[config.mk]
export PLATFORM = sky130hd
export DESIGN_NAME = p0pfc_top
export DESIGN_NICKNAME = d
export VERILOG_FILES = /design/src/rtl/p0pfc_pkg.sv /design/src/rtl/p0pfc_regfile.sv /design/src/rtl/p0pfc_top.sv
export SDC_FILE = /design/constraint.sdc
export NUM_CORES = 1
export LEC_CHECK = 0
export ABC_AREA = 1
export BUFFER_PORTS_ARGS = -buffer_cell sky130_fd_sc_hd__buf_2
export CAP_MARGIN = 20
export CORE_UTILIZATION = 55
export CTS_CLUSTER_SIZE = 16
export DETAILED_ROUTE_END_ITERATION = 8
export GPL_TIMING_DRIVEN = 1
export PLACE_DENSITY = 0.85
export SYNTH_ARGS = -nofsm -noshare
export SYNTH_HDL_FRONTEND = slang
export SYNTH_HIERARCHICAL = 1
export SYNTH_SLANG_ARGS = --single-unit
[constraint.sdc]
create_clock -name clk_i -period 1.96 [get_ports clk_i]
set_input_delay 0.392 -clock clk_i [delete_from_list [all_inputs] [get_ports clk_i]]
set_output_delay 0.392 -clock clk_i [all_outputs]
set_load 0.01 [all_outputs]
[src/rtl/p0pfc_pkg.sv]
/*
 Package for the Port0 pin function control block: SFR addresses, field
 positions and reset values. Assumes an 8-bit SFR space on the system clock.
*/
package p0pfc_pkg;
	localparam logic [7:0] ADDR_P0_DATA    = 8'h80;
	localparam logic [7:0] ADDR_P0_DRV     = 8'h91;
	localparam logic [7:0] ADDR_P0_HB      = 8'h92;
	localparam logic [7:0] ADDR_P0_AIN     = 8'haf;
	localparam logic [7:0] ADDR_LED_CTL    = 8'hb1;
	localparam logic [7:0] ADDR_SER_CTL    = 8'hbc;
	localparam logic [7:0] ADDR_P1_HB      = 8'hd1;
	localparam logic [7:0] ADDR_P2_HB      = 8'hd2;
	localparam logic [7:0] ADDR_P3_HB      = 8'hd3;
	localparam logic [7:0] ADDR_AUX_TWO    = 8'hf7;
	localparam logic [7:0] RST_P0_DATA     = 8'h00;
	localparam logic [7:0] RST_P0_DRV      = 8'h00;
	localparam logic [7:0] RST_HB          = 8'h00;
	localparam logic [7:0] RST_P0_AIN      = 8'h00;
	localparam logic [7:0] RST_LED_CTL     = 8'h04;
	localparam logic [7:0] RST_SER_CTL     = 8'h00;
	localparam logic [7:0] RST_AUX_TWO     = 8'h06;
	localparam logic [7:0] MASK_P0_AIN     = 8'hf0;
	localparam logic [7:0] MASK_P2_HB      = 8'h03;
	localparam logic [7:0] MASK_AUX_TWO    = 8'hf7;
	localparam int         LED_DUTY_POS    = 6;
	localparam int         AIN_POS         = 4;
	localparam int         SER_ON_POS      = 7;
	localparam int         SEL_OFF_POS     = 3;
	localparam int         BG_ROUTE_POS    = 4;
	localparam logic [3:0] BG_CHANNEL      = 4'hb;
	typedef enum logic [1:0] {
		P0PFC_LED_OFF,
		P0PFC_LED_DUTY8,
		P0PFC_LED_DUTY9,
		P0PFC_LED_DUTY10
	} p0pfc_led_t;
endpackage

[src/rtl/p0pfc_regfile.sv]
/*
 Register store: one 8-bit SFR with write mask and reset value.
 Assumes write strobes from the SFR decoder on the same clock.
*/
`timescale 1ns/1ps
module p0pfc_regfile
	import p0pfc_pkg::*;
#(
	parameter logic [7:0] RST  = 8'h00,
	parameter logic [7:0] MASK = 8'hff
)(
	// Clock and reset
	input  wire logic       clk_i,
	input  wire logic       rst_i,
	// Write port
	input  wire logic       we_i,
	input  wire logic [7:0] wdata_i,
	// Stored value
	output logic      [7:0] q_o
);
	typedef struct packed {
		logic [7:0] val;
	} p0pfc_reg_t;

	p0pfc_reg_t st_ff;
	p0pfc_reg_t nxt_st;

	always_comb
	begin
		nxt_st = st_ff;
		if (we_i)
		begin
			nxt_st.val = wdata_i & MASK;
		end
	end

	always_ff @(posedge clk_i)
	begin
		if (rst_i)
		begin
			st_ff.val <= RST & MASK;
		end
		else
		begin
			st_ff <= nxt_st;
		end
	end

	assign q_o = st_ff.val;
endmodule

[src/rtl/p0pfc_top.sv]
/*
 Port0 pin function control: SFRs for Port0 drive, pull-up, LCD half-bias
 and ADC override, plus LED, SPI pin and bandgap routing selects.
 Assumes an SFR bus with address, write and read strobes on clk_i.
*/
`timescale 1ns/1ps
module p0pfc_top
	import p0pfc_pkg::*;
(
	// Clock and reset
	input  wire logic       clk_i,
	input  wire logic       rst_i,
	// SFR bus
	input  wire logic [7:0] sfr_addr_i,
	input  wire logic       sfr_we_i,
	input  wire logic       sfr_re_i,
	input  wire logic [7:0] sfr_wdata_i,
	output logic      [7:0] sfr_rdata_o,
	output logic            sfr_hit_o,
	// Port0 pins
	input  wire logic [7:0] p0_pin_i,
	output logic      [7:0] p0_pin_o,
	output logic      [7:0] p0_pin_oe_o,
	output logic      [7:0] p0_pullup_o,
	output logic      [7:0] p0_din_en_o,
	output logic      [7:0] p0_half_bias_o,
	output logic      [7:0] p0_analog_o,
	output logic      [7:0] p0_in_sync_o,
	// Other port half-bias enables
	output logic      [7:0] p1_half_bias_o,
	output logic      [1:0] p2_half_bias_o,
	output logic      [7:0] p3_half_bias_o,
	// LED, SPI and bandgap routing
	output logic      [1:0] led_duty_select_o,
	output logic            led_pins_auto_o,
	output logic      [3:0] led_seg_count_o,
	output logic            serial_port_on_o,
	output logic            spi_select_pin_o,
	input  wire logic [3:0] converter_channel_select_i,
	output logic            bandgap_route_on_o
);
	localparam int NREG = 10;

	// Slot of each register in the tables below
	localparam int IDX_P0_DATA = 0;
	localparam int IDX_P0_DRV  = 1;
	localparam int IDX_P0_HB   = 2;
	localparam int IDX_P0_AIN  = 3;
	localparam int IDX_LED_CTL = 4;
	localparam int IDX_SER_CTL = 5;
	localparam int IDX_P1_HB   = 6;
	localparam int IDX_P2_HB   = 7;
	localparam int IDX_P3_HB   = 8;
	localparam int IDX_AUX_TWO = 9;

	localparam logic [7:0] ADDRS [NREG] = '{
		ADDR_P0_DATA,
		ADDR_P0_DRV,
		ADDR_P0_HB,
		ADDR_P0_AIN,
		ADDR_LED_CTL,
		ADDR_SER_CTL,
		ADDR_P1_HB,
		ADDR_P2_HB,
		ADDR_P3_HB,
		ADDR_AUX_TWO
	};
	localparam logic [7:0] RSTS [NREG] = '{
		RST_P0_DATA,
		RST_P0_DRV,
		RST_HB,
		RST_P0_AIN,
		RST_LED_CTL,
		RST_SER_CTL,
		RST_HB,
		RST_HB,
		RST_HB,
		RST_AUX_TWO
	};
	// Reserved bits are cleared on write so they always read as zero
	localparam logic [7:0] MASKS [NREG] = '{
		8'hff,
		8'hff,
		8'hff,
		MASK_P0_AIN,
		8'hff,
		8'hff,
		8'hff,
		MASK_P2_HB,
		8'hff,
		MASK_AUX_TWO
	};

	// Address match used by write and read paths
	function automatic logic hit(input logic [7:0] a, input logic [7:0] b);
		hit = (a == b);
	endfunction

	typedef struct packed {
		logic [7:0] sync1;
		logic [7:0] sync2;
		logic [7:0] sync3;
		logic [7:0] stable;
		logic [7:0] rdata;
	} p0pfc_st_t;

	p0pfc_st_t  st_ff;
	p0pfc_st_t  nxt_st;
	logic [7:0] regs [NREG];
	logic [7:0] r_p0_data;
	logic [7:0] r_drv;
	logic [7:0] r_hb;
	logic [7:0] r_ain;
	logic [7:0] r_led;
	logic [7:0] r_ser;
	logic [7:0] r_p1_hb;
	logic [7:0] r_p2_hb;
	logic [7:0] r_p3_hb;
	logic [7:0] r_aux_two;
	logic [7:0] ovr;
	logic [7:0] ain_map;
	logic [7:0] rd_mux;
	logic       any_hit;
	logic [NREG-1:0] wr_sel;

	////////////////////////////////////////////////////////////////////////
	// Write decode and register store

	always_comb
	begin
		for (int i = 0; i < NREG; i++)
		begin
			wr_sel[i] = sfr_we_i && hit(sfr_addr_i, ADDRS[i]);
		end
	end

	genvar gi;
	generate
		for (gi = 0; gi < NREG; gi++)
		begin : g_reg
			p0pfc_regfile #(
				.RST  (RSTS[gi]),
				.MASK (MASKS[gi])
			) u_reg (
				.clk_i   (clk_i),
				.rst_i   (rst_i),
				.we_i    (wr_sel[gi]),
				.wdata_i (sfr_wdata_i),
				.q_o     (regs[gi])
			);
		end
	endgenerate

	assign r_p0_data = regs[IDX_P0_DATA];
	assign r_drv     = regs[IDX_P0_DRV];
	assign r_hb      = regs[IDX_P0_HB];
	assign r_ain     = regs[IDX_P0_AIN];
	assign r_led     = regs[IDX_LED_CTL];
	assign r_ser     = regs[IDX_SER_CTL];
	assign r_p1_hb   = regs[IDX_P1_HB];
	assign r_p2_hb   = regs[IDX_P2_HB];
	assign r_p3_hb   = regs[IDX_P3_HB];
	assign r_aux_two = regs[IDX_AUX_TWO];

	////////////////////////////////////////////////////////////////////////
	// Read path and input synchroniser

	always_comb
	begin
		rd_mux  = 8'h00;
		any_hit = 1'b0;
		for (int i = 0; i < NREG; i++)
		begin
			if (hit(sfr_addr_i, ADDRS[i]))
			begin
				rd_mux  = regs[i];
				any_hit = 1'b1;
			end
		end
	end

	always_comb
	begin
		nxt_st       = st_ff;
		nxt_st.sync1 = p0_pin_i;
		nxt_st.sync2 = st_ff.sync1;
		nxt_st.sync3 = st_ff.sync2;
		for (int i = 0; i < 8; i++)
		begin
			if (st_ff.sync2[i] == st_ff.sync3[i])
			begin
				nxt_st.stable[i] = st_ff.sync3[i];
			end
		end
		if (sfr_re_i)
		begin
			nxt_st.rdata = rd_mux;
		end
	end

	always_ff @(posedge clk_i)
	begin
		if (rst_i)
		begin
			st_ff <= '0;
		end
		else
		begin
			st_ff <= nxt_st;
		end
	end

	assign sfr_rdata_o  = st_ff.rdata;
	assign sfr_hit_o    = any_hit;
	assign p0_in_sync_o = st_ff.stable;

	////////////////////////////////////////////////////////////////////////
	// Port0 pin control

	assign ain_map = {r_ain[7:AIN_POS], 4'h0};
	assign ovr     = r_hb | ain_map;

	generate
		for (gi = 0; gi < 8; gi++)
		begin : g_pin
			assign p0_pin_oe_o[gi] = r_drv[gi] && !ovr[gi];
			assign p0_pin_o[gi]    = p0_pin_oe_o[gi] && r_p0_data[gi];
			assign p0_pullup_o[gi] = !r_drv[gi] && r_p0_data[gi]
				&& !ovr[gi];
			assign p0_din_en_o[gi] = !r_drv[gi] && !ovr[gi];
		end
	endgenerate

	assign p0_half_bias_o = r_hb;
	assign p0_analog_o    = ain_map;
	assign p1_half_bias_o = r_p1_hb;
	assign p2_half_bias_o = r_p2_hb[1:0];
	assign p3_half_bias_o = r_p3_hb;

	////////////////////////////////////////////////////////////////////////
	// LED, SPI and bandgap selects

	p0pfc_led_t led_mode;
	assign led_mode = p0pfc_led_t'(r_led[LED_DUTY_POS +: 2]);
	assign led_duty_select_o = r_led[LED_DUTY_POS +: 2];

	always_comb
	begin
		led_pins_auto_o = 1'b1;
		led_seg_count_o = 4'h0;
		unique case (led_mode)
			P0PFC_LED_OFF:
			begin
				led_pins_auto_o = 1'b0;
			end
			P0PFC_LED_DUTY8:
			begin
				led_seg_count_o = 4'h4;
			end
			P0PFC_LED_DUTY9:
			begin
				led_seg_count_o = 4'h5;
			end
			P0PFC_LED_DUTY10:
			begin
				led_seg_count_o = 4'h6;
			end
		endcase
	end

	assign serial_port_on_o   = r_ser[SER_ON_POS];
	assign spi_select_pin_o   = r_ser[SER_ON_POS]
		&& !r_ser[SEL_OFF_POS];
	assign bandgap_route_on_o = r_aux_two[BG_ROUTE_POS]
		&& (converter_channel_select_i == BG_CHANNEL);
endmodule
Word-level counts from Yosys, hierarchy flattened
Index checks and enable logic that the tools add are counted.
{ "word_totals": {"out_inout_bits": 93, "input_bits": 32, "elab_cells": 137, "register_bits": 109} }
{ "op_classes": {"reduce_logical": 70, "n_eq_ne": 22, "bitwise_logic": 1, "mux": 22} }
{ "ops": {"columns": ["cell", "n"], "rows": [
  ["$eq 8x8->1 const B", 10],
  ["$mux 8", 10],
  ["$logic_and 1x1->1", 52],
  ["$logic_not 1->1", 17],
  ["$mux 1", 11],
  ["$pmux 3 s3", 1],
  ["$eq 1x1->1", 8],
  ["$or 8x8->8", 1],
  ["$eq 2x2->1 const B", 2],
  ["$eq 4x4->1 const B", 1],
  ["$eq 2x1->1 const B", 1],
  ["$logic_not 2->1", 1]
]} }

Logic depth before layout (Yosys ltp)
Gate-level depths: netlist (run 1).
{ "logic_depth": {"ltp_word": 11, "mapped_depth": 12, "depth_no_buf": 12} }

Hierarchy
Netlist (run 1), hierarchy kept.
{ "modules_own_cells": {"columns": ["mod", "seq_area_each_um2", "n_inst", "cells_each", "area_per_inst_um2"], "rows": [
  ["p0pfc_top", 800.8, 1, 440, 2618.8],
  ["p0pfc_regfile (g_reg[0].u_reg ...)", 160.2, 6, 51, 341.6],
  ["p0pfc_regfile (g_reg[4].u_reg)", 160.2, 1, 50, 339.1],
  ["p0pfc_regfile (g_reg[9].u_reg)", 140.1, 1, 43, 289.0],
  ["p0pfc_regfile (g_reg[3].u_reg)", 80.1, 1, 31, 206.4],
  ["p0pfc_regfile (g_reg[7].u_reg)", 40.0, 1, 20, 130.1]
]} }

Least setup slack after synthesis (run 1)
OpenSTA, ideal clock, no wires.
{ "synth_path": {"kind": "input to register", "from": "in sfr_addr_i[0]", "to": "reg g_reg[9].u_reg.st_ff, in the netlist g_reg[9].u_reg/q_o[1]", "arrival_ps": 1563, "cell_stages": 9, "setup_ps": 125, "path_buffers": 2, "required_time_ps": 1835, "slack_ps": 272, "cell_sequence": "nand2_1 -> nor3_4 -> nand2_2 -> buf_2 -> nor2_1 -> buf_6 -> inv_2 -> nand2_1 -> nand3_1"} }
{ "synth_via": {"elab_chain_cells": 2} }
{ "synth_lines": {"columns": ["element", "line", "source"], "rows": [
  ["start: declaration", "p0pfc_top.sv:14", "input wire logic [7:0] sfr_addr_i,"],
  ["$eq 8x8->1", "p0pfc_top.sv:96", "hit = (a == b);"],
  ["$logic_and 1x1->1", "p0pfc_top.sv:133", "wr_sel[i] = sfr_we_i && hit(sfr_addr_i, ADDRS[i]);"],
  ["net wr_sel[9]", "p0pfc_top.sv:124", "logic [NREG-1:0] wr_sel;"],
  ["end signal: assignment", "p0pfc_regfile.sv:45", "st_ff <= nxt_st;"],
  ["end: declaration", "p0pfc_regfile.sv:25", "p0pfc_reg_t st_ff;"]
]} }
The timed path passes the listed nets, and every way through them passes these cells.
A chain may end at the register's enable or synchronous reset.

Final worst setup path (run 1)
{ "layout_path": {"from": "in sfr_addr_i[3]", "to": "out sfr_hit_o"} }
{ "layout_via": {"elab_chain_cells": 11, "elab_cells_between_ends": 20, "classes_between": "eq/ne (10); mux (10)"} }
{ "layout_lines": {"columns": ["element", "line", "source"], "rows": [
  ["$eq 8x8->1", "p0pfc_top.sv:96", null],
  ["$mux 1 (9 in series)", "p0pfc_top.sv:174", "if (hit(sfr_addr_i, ADDRS[i]))"],
  ["$mux 1 (*)", "p0pfc_top.sv:174", null],
  ["end: declaration", "p0pfc_top.sv:19", "output logic sfr_hit_o,"]
]} }
Every way passes the cells marked *; elsewhere a longest branch is shown, timed or not.

==> results of run 1 <==
[per-layer routing]
layer | wire, um | vias to the layer above | track usage, % | share of wire (%)
li1 | - | 2827 | - | -
met1 | 5900 | 2374 | 34.0 | 43
met2 | 6480 | 216 | 44.8 | 47
met3 | 932 | 28 | 4.37 | 6.8
met4 | 351 | 0 | 9.53 | 2.6
met5 | 0 | - | 0 | 0
[Yosys cell counts]
cell	instances
buf_6	16
conb_1	4
or2_2	5
nor4_1	1
clkinv_1	1
a31oi_1	1
a21oi_1	18
o21ai_1	8
nand3_1	45
buf_1	1
nand2_2	10
nand2_1	202
dfxtp_1	109
nor2_2	14
or2_0	1
buf_2	1
nand4_1	15
buf_4	34
nor3_1	29
clkbuf_1	3
nor3_4	1
inv_1	144
nor2_4	2
nor2_1	216
inv_2	9
[registers in the layout, indices dropped and copies added (netlist names)]
register and cells:
nxt_st 16, st_ff 8, g.u_reg/q_o 69, p0_in_sync_o 8, sfr_rdata_o 8
[kinds of logic after synthesis]
| kind of cell | count (synthesis) | synth area share (%) |
|---|---|---|
| other | 4 | 0.266 |
| AO/OA/AOI/OAI | 27 | 2.42 |
| buffers and inverters | 209 | 18.3 |
| AND/OR/NAND/NOR | 541 | 40.2 |
| flip-flops | 109 | 38.7 |
[path summary, 6_finish.rpt]
check	start	to	slack [ns]	cells after the start
min reg2reg	nxt_st[26]	nxt_st[18]	0.40	2
max reg2reg	g_reg[3].u_reg/q_o[4]	sfr_rdata_o[4]	0.77	6
max	sfr_addr_i[3]	sfr_hit_o	0.07	9
min	p0_pin_i[0]	nxt_st[24]	0.22	3
[stage by stage]
step                      worst slack [ns]  area, um2  total power, mW
after floorplan                      0.272       5680             2.50
after detailed placement            0.0631       6190             2.59
after CTS                           0.0490       6380             3.88
after global routing               -0.0165       6400             4.03
final                               0.0670       6400             3.87
after global placement              0.0663       6190             2.59
[worst max-delay path: stages]
cell     delay (ns)
buf_2          0.12
inv_1          0.08
nand2_4        0.13
nor2_1         0.07
nand2_1        0.09
nand2_1        0.07
nor3_2         0.16
nand4_1        0.19
buf_2          0.20
[cell usage in the layout (no fill, tap or decap), types with 2 or more instances in the layout]
cell type	Yosys	final
nand2_2	10	8
inv_1	144	144
nand3_1	45	45
nor2_4	2	2
buf_4	34	28
nand2_1	202	202
nor2_1	216	216
or2_2	5	5
dfxtp_1	109	109
a21oi_1	18	18
conb_1	4	16
o21ai_1	8	8
inv_6	0	2
nand4_1	15	15
nor2_2	14	14
inv_2	9	9
nor3_1	29	28
nand2_4	0	2
buf_2	1	119
clkbuf_8	0	9
[what timing repair did]
| action | in CTS | in global routing |
|---|---|---|
| setup endpoints to repair | 0 | 1 |
| endpoints found under the hold margin | 0 | 0 |
| gates resized for setup | 0 | 3 |
| buffers inserted | 0 | 1 |
[power by group]
group | internal, mW | switching, mW | leakage, nW | total, mW
clock | 0.492 | 0.826 | 0.0949 | 1.32
sequential | 2.24 | 0.0121 | 0.882 | 2.25
combinational | 0.0930 | 0.209 | 2.37 | 0.302
total | 2.82 | 1.05 | 3.35 | 3.87
[cell type report]
type | instances | area [um2]
multi-input cells | 584 | 2480
clock inverters | 7 | 66.3
inverters | 154 | 578
repair buffers | 147 | 806
flip-flops and latches | 109 | 2180
fillers | 900 | 3460
clock buffers | 9 | 124
well taps | 133 | 166
==> reports/summary.txt, run 1 <==
Detailed Route Iter0 Violations - 253
Max Root-Sink Buffers - 2
Post-Layout Cell Count - 1,143
hold crit path type - input pin to register
YS warnings - 6
Critical Path RT - 1.57 ns
placed insts - 1,126
Rows - 36
Tot GR Track Use - 26.4%
Cells after Synth - 890
largest cells by area after synthesis - dfxtp_1 39%, nor2_1 14%, nand2_1 13%
final hold slack - 0.219 ns
largest net degree at the start of global routing - 27
Tcrit/Tclk final - 96.6%
Ports - 125
first-pass GRT wire length - 21,500 um
syn_area_per_cell - 6.33 um2
worst clock skew - 0.00897 ns
Worst-Skew Late Latency - 0.37 ns
CTS tree - done
Die ar. - 0.0107 mm2
Via density - 4.76
antenna viol nets, final - 0
via total after detailed routing - 5,445
Pre-antenna DRT Iters - 5
share of the synthesized area in the top cell type - 38.7%
Initial Util - 57.1%
crit start category - input pin
Hold Vio Cnt, Final - 0
CTS HTree Levels - 3
Hold-fix buffers, CTS - 0
Seq/Total Area, Yosys - 38.7%
DRT Wirelength - 13,700 um
Leak - 3.35 nW
wire length per cell - 12.0 um
mapped cell area - 0.00563 mm2
Setup crit end kind - output port
global placement routability congestion - 0.905
Synth Register Bits - 109
port buffer count - 119
DRC - 0
# setup viols final - 0
setup_tns - 0 ns
area grow syn2layout - 13.6%
dpl hpwl - 10,000 um
clock tree root buffer cell - clkbuf_8
total grt overflow - 0
Power Density - 604 mW/mm2
Setup Crit Path Kind - input pin to output port
fin crit period - 1.89 ns
Synth cell types - 25
clock sinks - 109
vias in the first global route - 4,575
share of cells above drive strength 1 - 20.3%
max_slew headroom - 60.7%
CTS clk-pin slew, worst paths - 0.11 ns
antenna cells - 0
cell taking the most area after synthesis - dfxtp_1
die width - 103 um
Core ar. - 0.00986 mm2
worst-margin pin slew - 0.590 ns
Layout Nets - 1,037
arrival time at the worst endpoint - 1.50 ns
crit path max fanout - 5
VDD IR max - 0.461 mV
final max-slew violation count - 0
final design utilization - 64.9%
CTS buffer count - 9
Max-Cap Viols - 0
status - finished, final reports clean
antenna violations before repair - 0
Max Clock Freq - 528 MHz
Die Height - 103 um
Note: power is estimated with default switching activity, not from simulation.
==> run 2: changes to the inputs <==
- ABC_AREA: 1 -> unset
- CORE_UTILIZATION: 55 -> 53
- PLACE_DENSITY: 0.85 -> 0.84
==> run 2 against run 1 <==
  * The flow now finishes with violations (negative setup slack)
  * Cell count shrank 31%
  * Fmax shrank 12%
  * First-iteration DRC count shrank 25%
  * Sequential power is essentially flat
  * Global-route usage grew 0.77 points
  * Critical endpoint unchanged
==> reports/summary.txt, run 2 <==
Via density - 5.59 (was 4.76)
crit path max fanout - 3 (was 5)
worst clock skew - 0.00570 ns (was 0.00897 ns)
Post-Layout Cell Count - 783 (was 1,143)
Die Height - 99.3 um (was 103 um)
Post-CTS Setup Repair Bufs - 0 (unchanged)
clock tree root buffer cell - clkbuf_8 (unchanged)
Power Density - 647 mW/mm2 (was 604 mW/mm2)
hold crit path type - input pin to register (unchanged)
vias in the first global route - 4,178 (was 4,575)
final max-slew violation count - 0 (unchanged)
Buf/Inv on CP - 2 (was 3)
arrival time at the worst endpoint - 1.76 ns (was 1.50 ns)
largest cells by area after synthesis - dfxtp_1 43%, mux2i_1 15%, nor2_1 6.8% (was dfxtp_1 39%, nor2_1 14%, nand2_1 13%)
final hold slack - 0.221 ns (was 0.219 ns)
Max stage delay on crit path - 0.54 ns (was 0.20 ns)
Max-Cap Viols - 0 (unchanged)
via total after detailed routing - 4,375 (was 5,445)
CTS clk-pin slew, worst paths - 0.11 ns (about the same)
global placement routability congestion - 0.960 (was 0.905)
Tcrit/Tclk final - 110% (was 96.6%)
largest net degree at the start of global routing - 104 (was 27)
Seq/Total Area, Yosys - 43.5% (was 38.7%)
most frequent cell after synthesis - dfxtp_1 (was nor2_1)
Pre-antenna DRT Iters - 5 (unchanged)
Setup crit end kind - output port (unchanged)
total power - 3.86 mW (was 3.87 mW)
Max Root-Sink Buffers - 2 (unchanged)
total grt overflow - 0 (unchanged)
antenna viol nets, final - 0 (unchanged)
# setup viols final - 1 (was 0)
wire length per cell - 16.9 um (was 12.0 um)
Leak - 2.52 nW (was 3.35 nW)
violated checks - negative setup slack
VDD IR max - 0.356 mV (was 0.461 mV)
CTS tree - done (unchanged)
Detailed Route Iter0 Violations - 190 (was 253)
Tot GR Track Use - 27.2% (was 26.4%)
Rows - 35 (was 36)
Setup Crit Path Kind - input pin to output port (unchanged)
antenna cells - 0 (unchanged)
Cells after Synth - 540 (was 890)
Final Cell Area - 0.00596 mm2 (was 0.00640 mm2)
Core ar. - 0.00920 mm2 (was 0.00986 mm2)
antenna violations before repair - 0 (unchanged)
unrepaired setup endpoints after global routing - yes
status - finished, violations left (was finished, final reports clean)
YS warnings - 6 (unchanged)
CTS HTree Levels - 3 (unchanged)
CP top delay family - simple AND/OR/NAND/NOR gates (unchanged)
most common library cells after synthesis - 109 x dfxtp_1, 91 x nor2_1, 73 x mux2i_1, 35 x nor2b_1, 33 x buf_4 (was 216 x nor2_1, 202 x nand2_1, 144 x inv_1, 109 x dfxtp_1, 45 x nand3_1)
DRC - 0 (unchanged)
share of cells above drive strength 1 - 28.6% (was 20.3%)
crit start category - input pin (unchanged)
CTS buffer count - 9 (unchanged)
DRT Wirelength - 13,300 um (was 13,700 um)
fin crit period - 2.15 ns (was 1.89 ns)
Synth cell types - 52 (was 25)
Critical Path RT - 1.57 ns (about the same)
max FFs per register - 69 (unchanged)
most common cell after layout, fill and taps aside - buf_2 (was nor2_1)
die width - 99.3 um (was 103 um)
most frequent cells in the layout - 117 x buf_2, 109 x dfxtp_1, 90 x nor2_1 (was 216 x nor2_1, 202 x nand2_1, 144 x inv_1)
share of the synthesized area in the top cell type - 43.5% (was 38.7%)
Post-DP Area - 0.00573 mm2 (was 0.00619 mm2)
Max Clock Freq - 466 MHz (was 528 MHz)
setup ws final - -0.187 ns (was 0.0670 ns)
clock sinks - 109 (unchanged)
first-pass GRT wire length - 20,800 um (was 21,500 um)
dpl hpwl - 9920 um (was 10,000 um)
Die ar. - 0.00986 mm2 (was 0.0107 mm2)
asr flop ratio synth - 0% (unchanged)
Layout Nets - 699 (was 1,037)
Hold Vio Cnt, Final - 0 (unchanged)
Worst-Skew Late Latency - 0.37 ns (about the same)
Post-synth EDFFs - 0 (unchanged)
Ports - 125 (unchanged)
Synth Register Bits - 109 (unchanged)
Initial Util - 54.6% (was 57.1%)
worst path cell trace - buf_6 -> or4b_4 -> or3_4 -> nand3_4 -> nor2_2 -> nand3_1 -> buf_2 (was buf_2 -> inv_1 -> nand2_4 -> nor2_1 -> nand2_1 -> nand2_1 -> nor3_2 -> nand4_1 -> buf_2)
area grow syn2layout - 18.7% (was 13.6%)
placed insts - 767 (was 1,126)
cell taking the most area after synthesis - dfxtp_1 (unchanged)
syn_area_per_cell - 9.29 um2 (was 6.33 um2)
Synth Flop Type - dfxtp_1 (unchanged)
port buffer count - 119 (unchanged)
CP max-delay cell - or4b_4 (was buf_2)
mapped cell area - 0.00502 mm2 (was 0.00563 mm2)
[run 2: changes by cell type after synthesis, sizes merged, moves of 36 or more]
cell	change
inv	-151
mux2i	+73
nand2	-189
nand3	-37
nor2	-141
nor2b	+36
[run 2: worst paths after layout]
kind	start	endpoint	slack [ns]	depth (start not counted)
worst max-delay path	sfr_addr_i[1]	sfr_hit_o	-0.19	7
worst min-delay path	p0_pin_i[6]	nxt_st[30]	0.22	2
worst max register to register	g_reg[1].u_reg/q_o[5]	sfr_rdata_o[5]	0.56	5
worst min register to register	nxt_st[30]	nxt_st[22]	0.45	1
[run 2: final cells by class]
class / count / area (um2)
Fill cell: 802 / 3240
Multi-Input combinational cell: 382 / 2470
Sequential cell: 109 / 2180
Timing Repair Buffer: 163 / 951
Tap cell: 111 / 139
Clock buffer: 10 / 138
Clock inverter: 6 / 67.6
Inverter: 2 / 7.51
[run 2: where the power goes]
group          internal, mW  switching (mW)
clock network         0.533           0.832
logic                0.0909           0.152
registers              2.24         0.00991
total                  2.86           0.995
[run 2: cell families after synthesis]
family                 after synthesis  synth area share, %
AOI/OAI and AO/OA                   77                 11.0
muxes                               74                 14.8
DFF                                109                 43.5
buffers and inverters               61                 8.48
and+or+nand+nor                    215                 21.9
other                                4                0.299
[run 2: worst register-to-register path, cell delays in order (launching register included)]
cell       delay [ns]
dfxtp_1          0.36
a22oi_1          0.22
nor2_1           0.06
a2111oi_0        0.41
buf_4            0.18
o31ai_1          0.05
[run 2: per-stage QoR]
stage,setup WS (ns),util [%],setup TNS [ns]
2_1_floorplan,-0.0880,-,-0.519
3_3_place_gp,-0.268,62.3,-3.73
5_1_grt,-0.215,64.8,-0.215
6_report,-0.187,64.8,-0.187
4_1_cts,-0.190,64.7,-0.190
3_5_place_dp,-0.277,62.3,-4.60
[run 2: what timing repair did]
item,4_1_cts,5_1_grt
gates resized for setup,3,2
hold buffers,0,0
endpoints found under the setup margin,1,2
[run 2: layer usage]
metal	routed length (um)	GRT usage, %	vias to the layer above
met5	0	0	-
met2	6460	44.9	173
li1	-	-	2082
met3	734	5.90	27
met4	246	11.0	0
met1	5820	34.6	2093
==> run 3: changes to the inputs <==
- BUFFER_PORTS_ARGS: -buffer_cell sky130_fd_sc_hd__buf_2 -> -buffer_cell sky130_fd_sc_hd__buf_4
==> run 3 against run 2 <==
  * The run still ends with negative setup slack left
  * Die area stayed put
  * Cell count is 0.13% lower
  * Wire length is 1.1% higher
  * Via count is 0.21% higher
  * Register-to-register slack hardly changed
  * Clock power hardly changed
  * Utilization is 3.0 points higher
  * Global-route usage is 0.57 points higher
  * Worst setup slack better by 0.012 ns
  * Flip-flop and latch count stayed put
  * Sequential share of layout area is 1.6 points lower
==> reports/summary.txt, run 3 (synthesized netlist as in run 2, its figures left out) <==
fin crit period - 2.14 ns (was 2.15 ns)
hold worst-path end - nxt_st[30] (unchanged)
Power Density - 620 mW/mm2 (was 647 mW/mm2)
hold crit path type - input pin to register (unchanged)
Layout Nets - 698 (was 699)
total power - 3.86 mW (about the same)
first-pass GRT wire length - 21,000 um (was 20,800 um)
path depth of the worst reg2reg path - 5 (unchanged)
unrepaired setup endpoints after global routing - yes (unchanged)
crit path max fanout - 3 (unchanged)
met1 Use GR - 35.7% (was 34.6%)
wire length per cell - 17.1 um (was 16.9 um)
Setup Crit Path Kind - input pin to output port (unchanged)
Worst-Skew Late Latency - 0.38 ns (was 0.37 ns)
Rows - 35 (unchanged)
worst path cell trace - buf_6 -> or4b_4 -> or3_4 -> nand3_4 -> nor2_1 -> nand3_1 -> buf_4 (was buf_6 -> or4b_4 -> or3_4 -> nand3_4 -> nor2_2 -> nand3_1 -> buf_2)
Max stage delay on crit path - 0.53 ns (was 0.54 ns)
Max Clock Freq - 468 MHz (was 466 MHz)
clock tree root buffer cell - clkbuf_8 (unchanged)
hold depth - 2 (unchanged)
arrival time at the worst endpoint - 1.74 ns (was 1.76 ns)
Post-Layout Cell Count - 782 (was 783)
Tot GR Track Use - 27.7% (was 27.2%)
Core ar. - 0.00920 mm2 (unchanged)
CTS tree - done (unchanged)
Initial Util - 54.6% (unchanged)
# setup viols final - 1 (unchanged)
DRC - 0 (unchanged)
Leak - 2.54 nW (was 2.52 nW)
CTS buffer count - 9 (unchanged)
reg2reg end - sfr_rdata_o[6] (was sfr_rdata_o[5])
GRT busiest layer - met2 (unchanged)
worst clock skew - 0.00665 ns (was 0.00570 ns)
fillcell total - 762 (was 802)
Setup crit end kind - output port (unchanged)
max FFs per register - 69 (unchanged)
crit start category - input pin (unchanged)
most frequent cells in the layout - 159 x buf_4, 109 x dfxtp_1, 91 x nor2_1 (was 117 x buf_2, 109 x dfxtp_1, 90 x nor2_1)
Hold Crit Start - p0_pin_i[6] (unchanged)
total grt overflow - 0 (unchanged)
antenna cells - 0 (unchanged)
DRT Wirelength - 13,400 um (was 13,300 um)
Pre-antenna DRT Iters - 5 (unchanged)
worst r2r src - g_reg[8].u_reg/q_o[6] (was g_reg[1].u_reg/q_o[5])
R2R setup slack - 0.56 ns (about the same)
VDD IR max - 0.345 mV (was 0.356 mV)
placed insts - 766 (was 767)
CTS clk-pin slew, worst paths - 0.11 ns (about the same)
Critical Path RT - 1.57 ns (about the same)
GR met2 Demand/Resource - 47.6% (was 44.9%)
area grow syn2layout - 24.2% (was 18.7%)
violated checks - negative setup slack (unchanged)
Max Root-Sink Buffers - 2 (unchanged)
Post-CTS Setup Repair Bufs - 0 (unchanged)
Die Height - 99.3 um (unchanged)
via total after detailed routing - 4,384 (was 4,375)
status - finished, violations left (unchanged)
port buffer count - 119 (unchanged)
die width - 99.3 um (unchanged)
largest net degree at the start of global routing - 103 (was 104)
CTS HTree Levels - 3 (unchanged)
setup ws final - -0.175 ns (was -0.187 ns)
vias in the first global route - 4,029 (was 4,178)
M3 GR Usage - 4.01% (was 5.90%)
Die ar. - 0.00986 mm2 (unchanged)
antenna viol nets, final - 0 (unchanged)
Ports - 125 (unchanged)
antenna violations before repair - 0 (unchanged)
Hold Vio Cnt, Final - 0 (unchanged)
setup_tns - -0.175 ns (was -0.187 ns)
most common cell after layout, fill and taps aside - buf_4 (was buf_2)
Max-Cap Viols - 0 (unchanged)
CP max-delay cell - or4b_4 (unchanged)
clock sinks - 109 (unchanged)
Detailed Route Iter0 Violations - 298 (was 190)
Via density - 5.61 (was 5.59)
dpl hpwl - 9930 um (was 9920 um)
final max-slew violation count - 0 (unchanged)
global placement routability congestion - 0.963 (was 0.960)
share of cells above drive strength 1 - 28.3% (was 28.6%)
Tcrit/Tclk final - 109% (was 110%)
run 3: changes by cell type in the layout (fill, tap and decap cells not counted), sizes merged:
cell / previous run / this run
inv: 4 / 5
buf: 163 / 162
clkinv: 4 / 3
run 3: worst max-delay path, delay by kind of cell:
kind / cells / cell delay [ns]
buf+inv: 2 / 0.22
simple gates: 5 / 1.11
run 3: timing repair:
item                                    4_1_cts  5_1_grt
hold buffers                                  0        0
gates resized for setup                       3        0
gates cloned                                  0        0
endpoints found under the setup margin        1        1
run 3: how the worst max path moves through the flow:
stage,startpoint,to,slack (ns),depth (start not counted)
2_1_floorplan,sfr_addr_i[1],sfr_hit_o,-0.09,6
3_3_place_gp,sfr_addr_i[1],sfr_hit_o,-0.25,7
3_5_place_dp,sfr_addr_i[1],sfr_hit_o,-0.25,7
4_1_cts,sfr_addr_i[1],sfr_hit_o,-0.19,7
5_1_grt,sfr_addr_i[1],sfr_hit_o,-0.21,7
6_report,sfr_addr_i[1],sfr_hit_o,-0.18,7
run 3: layer usage:
metal,routed length (um),share of wire [%],up-vias
met5,0,0,-
met1,5870,44,2092
met2,6570,49,179
li1,-,-,2093
met4,244,1.8,0
met3,720,5.4,20
run 3: power breakdown:
part	total (mW)	switching [mW]	internal, mW	leakage (nW)
registers	2.25	0.0105	2.24	0.882
logic	0.265	0.153	0.113	1.55
clock network	1.35	0.817	0.531	0.102
run 3: cell type report:
type	instances	area, um2	share of cell area [%]
sequential	109	2180	35.0
multi-input combinational	382	2470	39.6
clock inverter	6	62.6	1.00
inverter	2	7.51	0.120
clock buffer	10	138	2.21
timing repair buffer	162	1240	19.8
tap	111	139	2.23
run 3: metrics by stage:
step | setup WS (ns) | hold WS, ns | utilization [%] | area (um2)
after global placement | -0.247 | 0.418 | 65.5 | 6020
after floorplan | -0.0880 | 0.414 | - | 5060
after CTS | -0.189 | 0.207 | 67.8 | 6230
after detailed placement | -0.254 | 0.426 | 65.5 | 6020
final | -0.175 | 0.218 | 67.8 | 6230
after global routing | -0.210 | 0.217 | 67.8 | 6230
